===== config.mk =====
export PLATFORM = sky130hd
export DESIGN_NAME = scp_port
export DESIGN_NICKNAME = d
export VERILOG_FILES = /design/src/core/scp_channel.v /design/src/core/scp_port.v
export VERILOG_INCLUDE_DIRS = /design/src /design/src/core
export SDC_FILE = /design/constraint.sdc
export NUM_CORES = 1
export LEC_CHECK = 0
export ABC_CLOCK_PERIOD_IN_PS = 2700
export CAP_MARGIN = 20
export CELL_PAD_IN_SITES_DETAIL_PLACEMENT = 0
export CELL_PAD_IN_SITES_GLOBAL_PLACEMENT = 2
export CORE_MARGIN = 2
export CORE_UTILIZATION = 39
export DETAILED_ROUTE_END_ITERATION = 12
export DONT_BUFFER_PORTS = 1
export HOLD_SLACK_MARGIN = 0.12
export PLACE_DENSITY_LB_ADDON = 0.1
export SYNTH_ARGS = -nofsm -noshare
export SYNTH_HDL_FRONTEND = slang
export SYNTH_SLANG_ARGS = --single-unit

===== constraint.sdc =====
create_clock -name clk_i -period 2.7 [get_ports clk_i]
set_input_delay 0.54 -clock clk_i [delete_from_list [all_inputs] [get_ports clk_i]]
set_output_delay 0.54 -clock clk_i [all_outputs]
set_load 0.03 [all_outputs]

===== src/core/scp_consts.vh =====
// Constants for the system control port: port decode, register
// indices, control register fields, pin mapping and reset values.
// Assumes inclusion by bare name from every design file of the block.
`ifndef SCP_CONSTS_VH
`define SCP_CONSTS_VH

// Wishbone byte address: I/O port number sits in bits 9..2
`define SCP_ADR_W          10
`define SCP_ADR_PORT_LO    2
`define SCP_ADR_RS0        2
`define SCP_ADR_RS1        3
`define SCP_ADR_DEC_HI     6
`define SCP_ADR_DEC_LO     4
`define SCP_ADR_LINE7      9
`define SCP_DEC_ABC_LOW    3'h0

// Register indices (port numbers 00h..03h), byte address is index * 4
`define SCP_IDX_DATA_A     2'h0
`define SCP_IDX_CTRL_A     2'h1
`define SCP_IDX_DATA_B     2'h2
`define SCP_IDX_CTRL_B     2'h3

// Control register fields
`define SCP_CR_C1_EN       0
`define SCP_CR_C1_RISE     1
`define SCP_CR_DATA_SEL    2
`define SCP_CR_C2_B3       3
`define SCP_CR_C2_B4       4
`define SCP_CR_C2_OUT      5
`define SCP_CR_W           6

// Peripheral line output modes, control bits 5..3
`define SCP_C2_HANDSHAKE   3'h4
`define SCP_C2_PULSE       3'h5
`define SCP_C2_MAN_LOW     3'h6
`define SCP_C2_MAN_HIGH    3'h7

// Reset values
`define SCP_RST_BYTE       8'h00
`define SCP_RST_CR         6'h00
`define SCP_RST_WORD       32'h00000000

// Channel A line roles
`define SCP_PA_BANK_FIRST  0
`define SCP_PA_BANK_VIDEO  6
`define SCP_PA_BANK_ROM    7

// Channel B line roles
`define SCP_PB_DRIVE_ONE   0
`define SCP_PB_DRIVE_TWO   1
`define SCP_PB_DENSITY     2
`define SCP_PB_BEEPER      3
`define SCP_PB_TX_CLK      4
`define SCP_PB_RX_CLK      5
`define SCP_PB_RING        7

// Synchroniser vector layout
`define SCP_SYNC_W         20
`define SCP_SYNC_PA        0
`define SCP_SYNC_PB        8
`define SCP_SYNC_A_IRQ     16
`define SCP_SYNC_A_LINE    17
`define SCP_SYNC_B_IRQ     18
`define SCP_SYNC_B_LINE    19

`endif


===== src/core/scp_channel.v =====
// One channel of the system control port: output latch, direction
// latch, control register, two interrupt flags and peripheral line.
// Assumes c1_i, c2_i and pin_i are already synchronised to clk_i.
`timescale 1ns/1ns
`include "scp_consts.vh"

module scp_channel #(
   parameter IS_B  = 0,
   parameter WIDTH = 8
) (
   input  wire             clk_i,
   input  wire             rst_i,
   input  wire             acc_i,
   input  wire             we_i,
   input  wire             ctrl_sel_i,
   input  wire [WIDTH-1:0] wdata_i,
   output reg  [WIDTH-1:0] rdata_o,
   input  wire [WIDTH-1:0] pin_i,
   input  wire             c1_i,
   input  wire             c2_i,
   output wire [WIDTH-1:0] port_o,
   output wire [WIDTH-1:0] ddr_o,
   output wire             c2_o,
   output wire             c2_oe_o,
   output wire             irq_n_o
);

   reg  [WIDTH-1:0]        out_r;
   reg  [WIDTH-1:0]        ddr_r;
   reg  [`SCP_CR_W-1:0]    cr_r;
   reg                     f1_r;
   reg                     f2_r;
   reg                     c1_d_r;
   reg                     c2_d_r;
   reg                     c2o_r;
   wire                    c1_edge;
   wire                    c2_edge;
   wire                    data_acc;
   wire                    data_rd;
   wire                    data_wr;
   wire                    c2_strobe;
   wire [WIDTH-1:0]        data_view;

   // Active edge of each control input as chosen by the control register
   assign c1_edge = cr_r[`SCP_CR_C1_RISE] ? (c1_i & ~c1_d_r) : (~c1_i & c1_d_r);
   assign c2_edge = cr_r[`SCP_CR_C2_B4] ? (c2_i & ~c2_d_r) : (~c2_i & c2_d_r);

   // Data location is reached only when the select bit is set
   assign data_acc  = acc_i & ~ctrl_sel_i & cr_r[`SCP_CR_DATA_SEL];
   assign data_rd   = data_acc & ~we_i;
   assign data_wr   = data_acc & we_i;
   assign c2_strobe = (IS_B != 0) ? data_wr : data_rd;

   // Channel B reads its own latch on output lines, channel A the pins
   assign data_view = (IS_B != 0) ? ((out_r & ddr_r) | (pin_i & ~ddr_r)) : pin_i;

   // Register writes, flag tracking and peripheral line state
   always @(posedge clk_i) begin
      if (rst_i) begin
         out_r  <= `SCP_RST_BYTE;
         ddr_r  <= `SCP_RST_BYTE;
         cr_r   <= `SCP_RST_CR;
         f1_r   <= 1'b0;
         f2_r   <= 1'b0;
         c1_d_r <= 1'b0;
         c2_d_r <= 1'b0;
         c2o_r  <= 1'b1;
      end else begin
         c1_d_r <= c1_i;
         c2_d_r <= c2_i;
         if (acc_i & we_i & ~ctrl_sel_i & ~cr_r[`SCP_CR_DATA_SEL]) begin
            ddr_r <= wdata_i;
         end
         if (data_wr) begin
            out_r <= wdata_i;
         end
         if (acc_i & we_i & ctrl_sel_i) begin
            cr_r <= wdata_i[`SCP_CR_W-1:0];
         end
         // A new edge wins over the clearing read
         f1_r <= c1_edge | (f1_r & ~data_rd);
         f2_r <= ~cr_r[`SCP_CR_C2_OUT] & (c2_edge | (f2_r & ~data_rd));
         case (cr_r[`SCP_CR_C2_OUT:`SCP_CR_C2_B3])
            `SCP_C2_HANDSHAKE: begin
               if (c2_strobe) begin
                  c2o_r <= 1'b0;
               end else if (c1_edge) begin
                  c2o_r <= 1'b1;
               end
            end
            `SCP_C2_PULSE: begin
               c2o_r <= ~c2_strobe;
            end
            `SCP_C2_MAN_LOW: begin
               c2o_r <= 1'b0;
            end
            `SCP_C2_MAN_HIGH: begin
               c2o_r <= 1'b1;
            end
            default: begin
               c2o_r <= 1'b1;
            end
         endcase
      end
   end

   // Read view of the addressed location
   always @* begin
      if (ctrl_sel_i) begin
         rdata_o = {f1_r, f2_r, cr_r};
      end else if (cr_r[`SCP_CR_DATA_SEL]) begin
         rdata_o = data_view;
      end else begin
         rdata_o = ddr_r;
      end
   end

   assign port_o  = out_r;
   assign ddr_o   = ddr_r;
   assign c2_o    = c2o_r;
   assign c2_oe_o = cr_r[`SCP_CR_C2_OUT];
   // Interrupt request, low while an enabled flag is set
   assign irq_n_o = ~((f1_r & cr_r[`SCP_CR_C1_EN]) |
                      (f2_r & cr_r[`SCP_CR_C2_B3] & ~cr_r[`SCP_CR_C2_OUT]));

endmodule // scp_channel


===== src/core/scp_port.v =====
// System control port: Wishbone slave for I/O ports 00h..03h, two
// parallel channels carrying bank enables, drive, modem and beeper lines.
// Assumes a classic Wishbone master on clk_i and pins from other domains.
`timescale 1ns/1ns
`include "scp_consts.vh"

module scp_port #(
   parameter WIDTH = 8
) (
   input  wire                   clk_i,
   input  wire                   rst_i,
   input  wire                   cyc_i,
   input  wire                   stb_i,
   input  wire                   we_i,
   input  wire [`SCP_ADR_W-1:0]  adr_i,
   input  wire [3:0]             sel_i,
   input  wire [31:0]            dat_i,
   output wire [31:0]            dat_o,
   output wire                   ack_o,
   input  wire [WIDTH-1:0]       chan_a_port_i,
   output wire [WIDTH-1:0]       chan_a_port_o,
   output wire [WIDTH-1:0]       chan_a_port_oe_o,
   input  wire [WIDTH-1:0]       chan_b_port_i,
   output wire [WIDTH-1:0]       chan_b_port_o,
   output wire [WIDTH-1:0]       chan_b_port_oe_o,
   input  wire                   chan_a_irq_input_i,
   input  wire                   chan_b_irq_input_i,
   input  wire                   chan_a_periph_line_i,
   output wire                   chan_a_periph_line_o,
   output wire                   chan_a_periph_line_oe_o,
   input  wire                   chan_b_periph_line_i,
   output wire                   chan_b_periph_line_o,
   output wire                   chan_b_periph_line_oe_o,
   output wire                   chan_a_int_request_n_o,
   output wire                   chan_b_int_request_n_o,
   input  wire                   int_request_shared_i,
   output wire                   int_request_shared_o,
   output wire                   int_request_shared_oe_o,
   output wire [WIDTH-1:0]       bank_enable_o,
   output wire                   bank_enable_first_o,
   output wire                   bank_enable_video_o,
   output wire                   bank_enable_rom_o,
   output wire                   frame_rate_50_o,
   output wire                   modem_ring_n_o,
   output wire                   transmit_clock_choice_o,
   output wire                   receive_clock_choice_o,
   output wire                   drive_one_select_n_o,
   output wire                   drive_two_select_n_o,
   output wire                   double_density_n_o,
   output wire                   beeper_o
);

   reg  [`SCP_SYNC_W-1:0]  sync1_r;
   reg  [`SCP_SYNC_W-1:0]  sync2_r;
   reg                     ack_r;
   reg                     ack_nxt;
   reg  [31:0]             dat_r;
   reg  [31:0]             dat_nxt;
   wire [`SCP_SYNC_W-1:0]  pins_raw;
   wire                    io_chip_select_n;
   wire                    address_line_seven;
   wire                    system_port_select_n;
   wire                    commit;
   wire [2*WIDTH-1:0]      rd_bus;
   wire [2*WIDTH-1:0]      port_bus;
   wire [2*WIDTH-1:0]      ddr_bus;
   wire [2*WIDTH-1:0]      pin_bus;
   wire [1:0]              c1_bus;
   wire [1:0]              c2_in_bus;
   wire [1:0]              c2_out_bus;
   wire [1:0]              c2_oe_bus;
   wire [1:0]              irq_n_bus;
   wire [WIDTH-1:0]        pb_eff;
   wire                    ch_b_sel;
   wire [WIDTH-1:0]        rd_sel;

   // Two-stage synchroniser on every pin input except the shared request line, which is not used
   assign pins_raw = {chan_b_periph_line_i, chan_b_irq_input_i,
                      chan_a_periph_line_i, chan_a_irq_input_i,
                      chan_b_port_i, chan_a_port_i};

   always @(posedge clk_i) begin
      if (rst_i) begin
         sync1_r <= {`SCP_SYNC_W{1'b0}};
         sync2_r <= {`SCP_SYNC_W{1'b0}};
      end else begin
         sync1_r <= pins_raw;
         sync2_r <= sync1_r;
      end
   end

   // Port decode: strobe as I/O select, line 7 and decoder inputs low
   assign io_chip_select_n     = ~(cyc_i & stb_i);
   assign address_line_seven   = adr_i[`SCP_ADR_LINE7];
   assign system_port_select_n = io_chip_select_n | address_line_seven |
                                 (adr_i[`SCP_ADR_DEC_HI:`SCP_ADR_DEC_LO] != `SCP_DEC_ABC_LOW);

   // Accesses take effect on the edge where the master sees ack
   assign commit = ~system_port_select_n & ack_r;

   // Address line 1 picks the channel, line 0 data or control
   assign ch_b_sel = adr_i[`SCP_ADR_RS1];
   assign rd_sel   = ch_b_sel ? rd_bus[2*WIDTH-1:WIDTH] : rd_bus[WIDTH-1:0];

   assign pin_bus   = sync2_r[`SCP_SYNC_PB+WIDTH-1:`SCP_SYNC_PA];
   assign c1_bus    = {sync2_r[`SCP_SYNC_B_IRQ], sync2_r[`SCP_SYNC_A_IRQ]};
   assign c2_in_bus = {sync2_r[`SCP_SYNC_B_LINE], sync2_r[`SCP_SYNC_A_LINE]};

   // The two channels
   genvar ch;
   generate
      for (ch = 0; ch < 2; ch = ch + 1) begin : g_chan
         scp_channel #(
            .IS_B  (ch),
            .WIDTH (WIDTH)
         ) u_chan (
            .clk_i      (clk_i),
            .rst_i      (rst_i),
            .acc_i      (commit & (ch_b_sel == ch)),
            .we_i       (we_i & sel_i[0]),
            .ctrl_sel_i (adr_i[`SCP_ADR_RS0]),
            .wdata_i    (dat_i[WIDTH-1:0]),
            .rdata_o    (rd_bus[ch*WIDTH +: WIDTH]),
            .pin_i      (pin_bus[ch*WIDTH +: WIDTH]),
            .c1_i       (c1_bus[ch]),
            .c2_i       (c2_in_bus[ch]),
            .port_o     (port_bus[ch*WIDTH +: WIDTH]),
            .ddr_o      (ddr_bus[ch*WIDTH +: WIDTH]),
            .c2_o       (c2_out_bus[ch]),
            .c2_oe_o    (c2_oe_bus[ch]),
            .irq_n_o    (irq_n_bus[ch])
         );
      end
   endgenerate

   // Bus answer: ack one cycle after the request, read data latched with it
   always @* begin
      ack_nxt = cyc_i & stb_i & ~ack_r;
      dat_nxt = dat_r;
      if (ack_nxt) begin
         if (system_port_select_n) begin
            dat_nxt = `SCP_RST_WORD;
         end else begin
            dat_nxt = {24'h000000, rd_sel};
         end
      end
   end

   always @(posedge clk_i) begin
      if (rst_i) begin
         ack_r <= 1'b0;
         dat_r <= `SCP_RST_WORD;
      end else begin
         ack_r <= ack_nxt;
         dat_r <= dat_nxt;
      end
   end

   assign ack_o = ack_r;
   assign dat_o = dat_r;

   // Channel A pins: the bank enables, low while undriven (bank zero)
   assign chan_a_port_o    = port_bus[WIDTH-1:0];
   assign chan_a_port_oe_o = ddr_bus[WIDTH-1:0];
   assign bank_enable_o    = port_bus[WIDTH-1:0] & ddr_bus[WIDTH-1:0];
   assign bank_enable_first_o = bank_enable_o[`SCP_PA_BANK_FIRST];
   assign bank_enable_video_o = bank_enable_o[`SCP_PA_BANK_VIDEO];
   assign bank_enable_rom_o   = bank_enable_o[`SCP_PA_BANK_ROM];

   // Channel B pins; undriven drive and density select lines rest high, ring follows its pin
   assign chan_b_port_o    = port_bus[2*WIDTH-1:WIDTH];
   assign chan_b_port_oe_o = ddr_bus[2*WIDTH-1:WIDTH];
   assign pb_eff = (port_bus[2*WIDTH-1:WIDTH] & ddr_bus[2*WIDTH-1:WIDTH]) |
                   (pin_bus[2*WIDTH-1:WIDTH] & ~ddr_bus[2*WIDTH-1:WIDTH]);
   assign transmit_clock_choice_o = pb_eff[`SCP_PB_TX_CLK] & ddr_bus[WIDTH+`SCP_PB_TX_CLK];
   assign receive_clock_choice_o  = pb_eff[`SCP_PB_RX_CLK] & ddr_bus[WIDTH+`SCP_PB_RX_CLK];
   assign drive_one_select_n_o    = pb_eff[`SCP_PB_DRIVE_ONE] | ~ddr_bus[WIDTH+`SCP_PB_DRIVE_ONE];
   assign drive_two_select_n_o    = pb_eff[`SCP_PB_DRIVE_TWO] | ~ddr_bus[WIDTH+`SCP_PB_DRIVE_TWO];
   assign double_density_n_o      = pb_eff[`SCP_PB_DENSITY] | ~ddr_bus[WIDTH+`SCP_PB_DENSITY];
   assign beeper_o                = pb_eff[`SCP_PB_BEEPER] & ddr_bus[WIDTH+`SCP_PB_BEEPER];
   assign modem_ring_n_o          = pin_bus[WIDTH+`SCP_PB_RING];

   // Peripheral lines
   assign chan_a_periph_line_o    = c2_out_bus[0];
   assign chan_a_periph_line_oe_o = c2_oe_bus[0];
   assign chan_b_periph_line_o    = c2_out_bus[1];
   assign chan_b_periph_line_oe_o = c2_oe_bus[1];
   assign frame_rate_50_o         = c2_out_bus[1] & c2_oe_bus[1];

   // Interrupt requests, open drain onto the shared line
   assign chan_a_int_request_n_o  = irq_n_bus[0];
   assign chan_b_int_request_n_o  = irq_n_bus[1];
   assign int_request_shared_o    = 1'b0;
   assign int_request_shared_oe_o = ~(irq_n_bus[0] & irq_n_bus[1]);

endmodule // scp_port


==> results.txt <==
Summed over all layers, the routed wires come to 9.87 mm. In this run the worst hold path is classified as primary input to flip-flop. Of all flip-flops after synthesis, the portion carrying an async set or reset was 0%. The number of gates resized after CTS came out at 0. The highest cell delay on the worst timing path is 0.57 ns.

The via count of the first global-routing pass came out at 2603. The area occupied by multi-input gates came out at 0.00192 mm². After detailed placement, the design holds a cell count of 542. The count of unique library cells instantiated by Yosys is 45. The worst path arrival time is 1.51 ns. The tool flagged a number of max-cap violations equal to 0. In the routed design, unresolved DRC markers number 0. The worst setup path is captured at an output port. The detailed router finished its first iteration with 103 violations.

The H-tree generated during clock tree synthesis spans 3 levels. The wire length of the first global-routing pass is 15.0 mm. The cell area that synthesis handed to floorplanning was 0.00421 mm². After floorplanning, the core was divided into 37 placement rows. The number of nets with antenna violations after detailed routing came out at 0. The repair_antennas step left the layout with diodes totalling 0.

The number of top-level pins came out at 164. The iteration count of the initial detailed-routing pass came out at 4. The final hold violation count is 0. Walking the worst path, the cells encountered are and2_1.

The primary flip-flop cell chosen by synthesis mapping is sky130_fd_sc_hd__dfxtp_1. The post-detailed-route via-to-cell ratio came out at 5.01. STA classifies the critical path startpoint as a flip-flop.

The flow ran to the end, and the final reports show no timing, DRC or antenna violations. TritonCTS built the clock tree. The number of clock sinks seen by CTS came out at 103. The number of warnings issued by yosys came out at 0. The pin count of the biggest net entering global routing came out at 98.

The count of flip-flops with a built-in enable after synthesis is 0. The worst endpoint required time is 2.16 ns. Setup slack on the critical path of the routed design comes to 0.653 ns.

The filler cells instantiated in the layout total 1037. The total via count after detailed routing came out at 2795. The leftover overflow at the end of global routing is 0. The ratio of total power to cell area came out at 604 mW/mm². Global routing used 17.4% of the available tracks across all layers. The effective utilization at floorplan came out at 40.4%. The sum of net half-perimeters after detailed placement came out at 6.81 mm.

Setup repair after global routing left no endpoint under its margin. The post-route clock skew is 0.00792 ns. The maximum vdd drop is 213 µV. The clock buffer count from CTS came out at 9. The number of input and output port buffers inserted is 0. The worst-case clock buffer depth came out at 2. The number of flip-flops and latches in the synthesized netlist is 103. The post-CTS setup buffer count is 0. The area taken by flip-flops and latches is 0.00206 mm². After detailed routing, the average wire length per cell comes to 17.7 µm. The instance count of the mapped netlist came out at 423. The height of the chip is 108 µm.

The final clock period utilization by the worst path came out at 75.8%. After clock tree synthesis, the clock-pin slew on the worst setup and hold paths is 0.10 ns. The achievable frequency came out at 0.489 GHz. The last weighted congestion value of the routability-driven placer came out at 0.788. After clock tree synthesis, the flow added hold-fix buffers numbering 0.

After layout, the minimum clock period comes to 2.05 ns. The final net count is 489. The tree is rooted in a sky130_fd_sc_hd__clkbuf_8. The number of slew-limit violations in the final report is 0. The placement-stage worst setup slack came out at 0.561 ns.

The largest fanout of any net on the critical path came out at 4. The x dimension of the die is 108 µm. The transition time at the pin with the least slew margin is 0.632 ns. The library cell contributing the largest single delay on the critical path is sky130_fd_sc_hd__dfxtp_1. The die area is 0.0116 mm². The number of antenna violations at the first check in global routing came out at 0. The setup path with the least slack is of type flip-flop to output port. From synthesis to final layout, the design area changed by 5.80%. The number of setup violations in the final report came out at 0. The worst pin sits at a relative slew slack of 57.5%. The kind of cell with the highest combined delay along the critical path is flip-flops. The fraction of final layout cells with drive strength greater than 1 is 9.00%.

The final cell count without fillers came out at 558. For the worst-skew pair, the clock arrives at the later sink with an insertion delay of 0.36 ns. The final total negative setup slack came out at 0 ns.

The core region is 0.0104 mm². Averaged over all synthesized cells, the footprint is 9.94 µm². The part of the Yosys area used for sequential elements is 49.0%. In this run the static leakage power is 1.90 nW. The number of buffers and inverters on the critical path came out at 0.
metrics by stage:
step                      hold slack (ns)  util (%)  area (µm²)  power, mW
final                               0.242      42.7        4450       2.69
after detailed placement            0.420      40.7        4240       1.71
after global routing                0.221      42.7        4450       2.80
after floorplan                     0.414         -        4300       1.74
after global placement              0.418      40.7        4240       1.71
after CTS                           0.229      42.7        4450       2.71
kinds of logic after synthesis:
logic type,synth area share (%)
buffers and inverters,7.50
and+or+nand+nor,21.1
muxes,14.3
AOI/OAI and AO/OA,8.03
DFF,49.0
other,0.0891
power breakdown:
group | leakage [nW] | internal, mW | switching (mW)
registers | 0.839 | 1.55 | 0.0145
clock network | 0.0988 | 0.482 | 0.534
logic | 0.964 | 0.0337 | 0.0726
total | 1.90 | 2.07 | 0.621
layer usage:
| metal | routed length, µm | track usage (%) | share of wire (%) | up-vias |
|---|---|---|---|---|
| met2 | 4530 | 27.7 | 46 | 93 |
| met4 | 81 | 4.67 | 0.82 | 0 |
| met3 | 506 | 4.36 | 5.1 | 7 |
| met1 | 4750 | 23.5 | 48 | 1316 |
| li1 | - | - | - | 1379 |
| met5 | 0 | 0 | 0 | - |
synth_stat cells, types with 5 or more instances:
cell | instances | share of area [%]
sky130_fd_sc_hd__dfxtp_1 | 103 | 49
sky130_fd_sc_hd__nand2_1 | 5 | 0.45
sky130_fd_sc_hd__mux2_2 | 7 | 1.9
sky130_fd_sc_hd__a22o_1 | 8 | 1.7
sky130_fd_sc_hd__mux2i_1 | 50 | 12
sky130_fd_sc_hd__clkbuf_1 | 19 | 1.7
sky130_fd_sc_hd__o22ai_1 | 6 | 0.89
sky130_fd_sc_hd__a21oi_1 | 9 | 1.1
sky130_fd_sc_hd__buf_4 | 28 | 5.0
sky130_fd_sc_hd__and2_1 | 14 | 2.1
sky130_fd_sc_hd__nor2_1 | 55 | 4.9
sky130_fd_sc_hd__nand2b_1 | 9 | 1.3
sky130_fd_sc_hd__o21ai_0 | 10 | 1.2
sky130_fd_sc_hd__nor2b_1 | 44 | 6.5
sky130_fd_sc_hd__nand3b_1 | 6 | 1.1
worst paths after layout:
path              slack (ns)                                    from  cells past startpoint                                       to
hold / removal          0.24                                   rst_i                      1                         ack_o$_SDFF_PP0_
setup reg to reg        0.69                        ack_o$_SDFF_PP0_                      5  g_chan[0].u_chan.port_o[1]$_SDFFE_PP0P_
setup / recovery        0.65  g_chan[0].u_chan.ddr_o[0]$_SDFFE_PP0P_                      1                         bank_enable_o[0]
hold reg to reg         0.44                  sync1_r[13]$_SDFF_PP0_                      1                   sync2_r[13]$_SDFF_PP0_
placed cells by master, fill, tap and decap left out, types with 6 or more instances in the layout:
master / count
sky130_fd_sc_hd__nand3b_1: 6
sky130_fd_sc_hd__mux2i_1: 50
sky130_fd_sc_hd__o22ai_1: 6
sky130_fd_sc_hd__nor2b_1: 44
sky130_fd_sc_hd__clkbuf_8: 11
sky130_fd_sc_hd__nand2b_1: 9
sky130_fd_sc_hd__o21ai_0: 10
sky130_fd_sc_hd__a22o_1: 8
sky130_fd_sc_hd__buf_4: 10
sky130_fd_sc_hd__a21oi_1: 9
sky130_fd_sc_hd__and2_1: 14
sky130_fd_sc_hd__conb_1: 25
sky130_fd_sc_hd__dfxtp_1: 103
sky130_fd_sc_hd__nor2_1: 55
sky130_fd_sc_hd__mux2_2: 7
sequential cells by signal, summed over array words and instances (netlist names):
signal / flops
ack_o: 1
dat_o: 8
g_chan.u_chan.c1_d_r: 2
g_chan.u_chan.c2_d_r: 2
g_chan.u_chan.c2_o: 2
g_chan.u_chan.cr_r: 12
g_chan.u_chan.ddr_o: 16
g_chan.u_chan.f1_r: 2
g_chan.u_chan.f2_r: 2
g_chan.u_chan.port_o: 16
sync1_r: 20
sync2_r: 20
layout make-up:
class	count	area share (%)
Clock buffer	12	3.49
Tap cell	136	3.82
Inverter	4	0.337
Multi-Input combinational cell	289	43.1
Timing Repair Buffer	10	1.69
Clock inverter	4	1.21
Sequential cell	103	46.3
No activity file was read; power rests on OpenSTA's default activity.
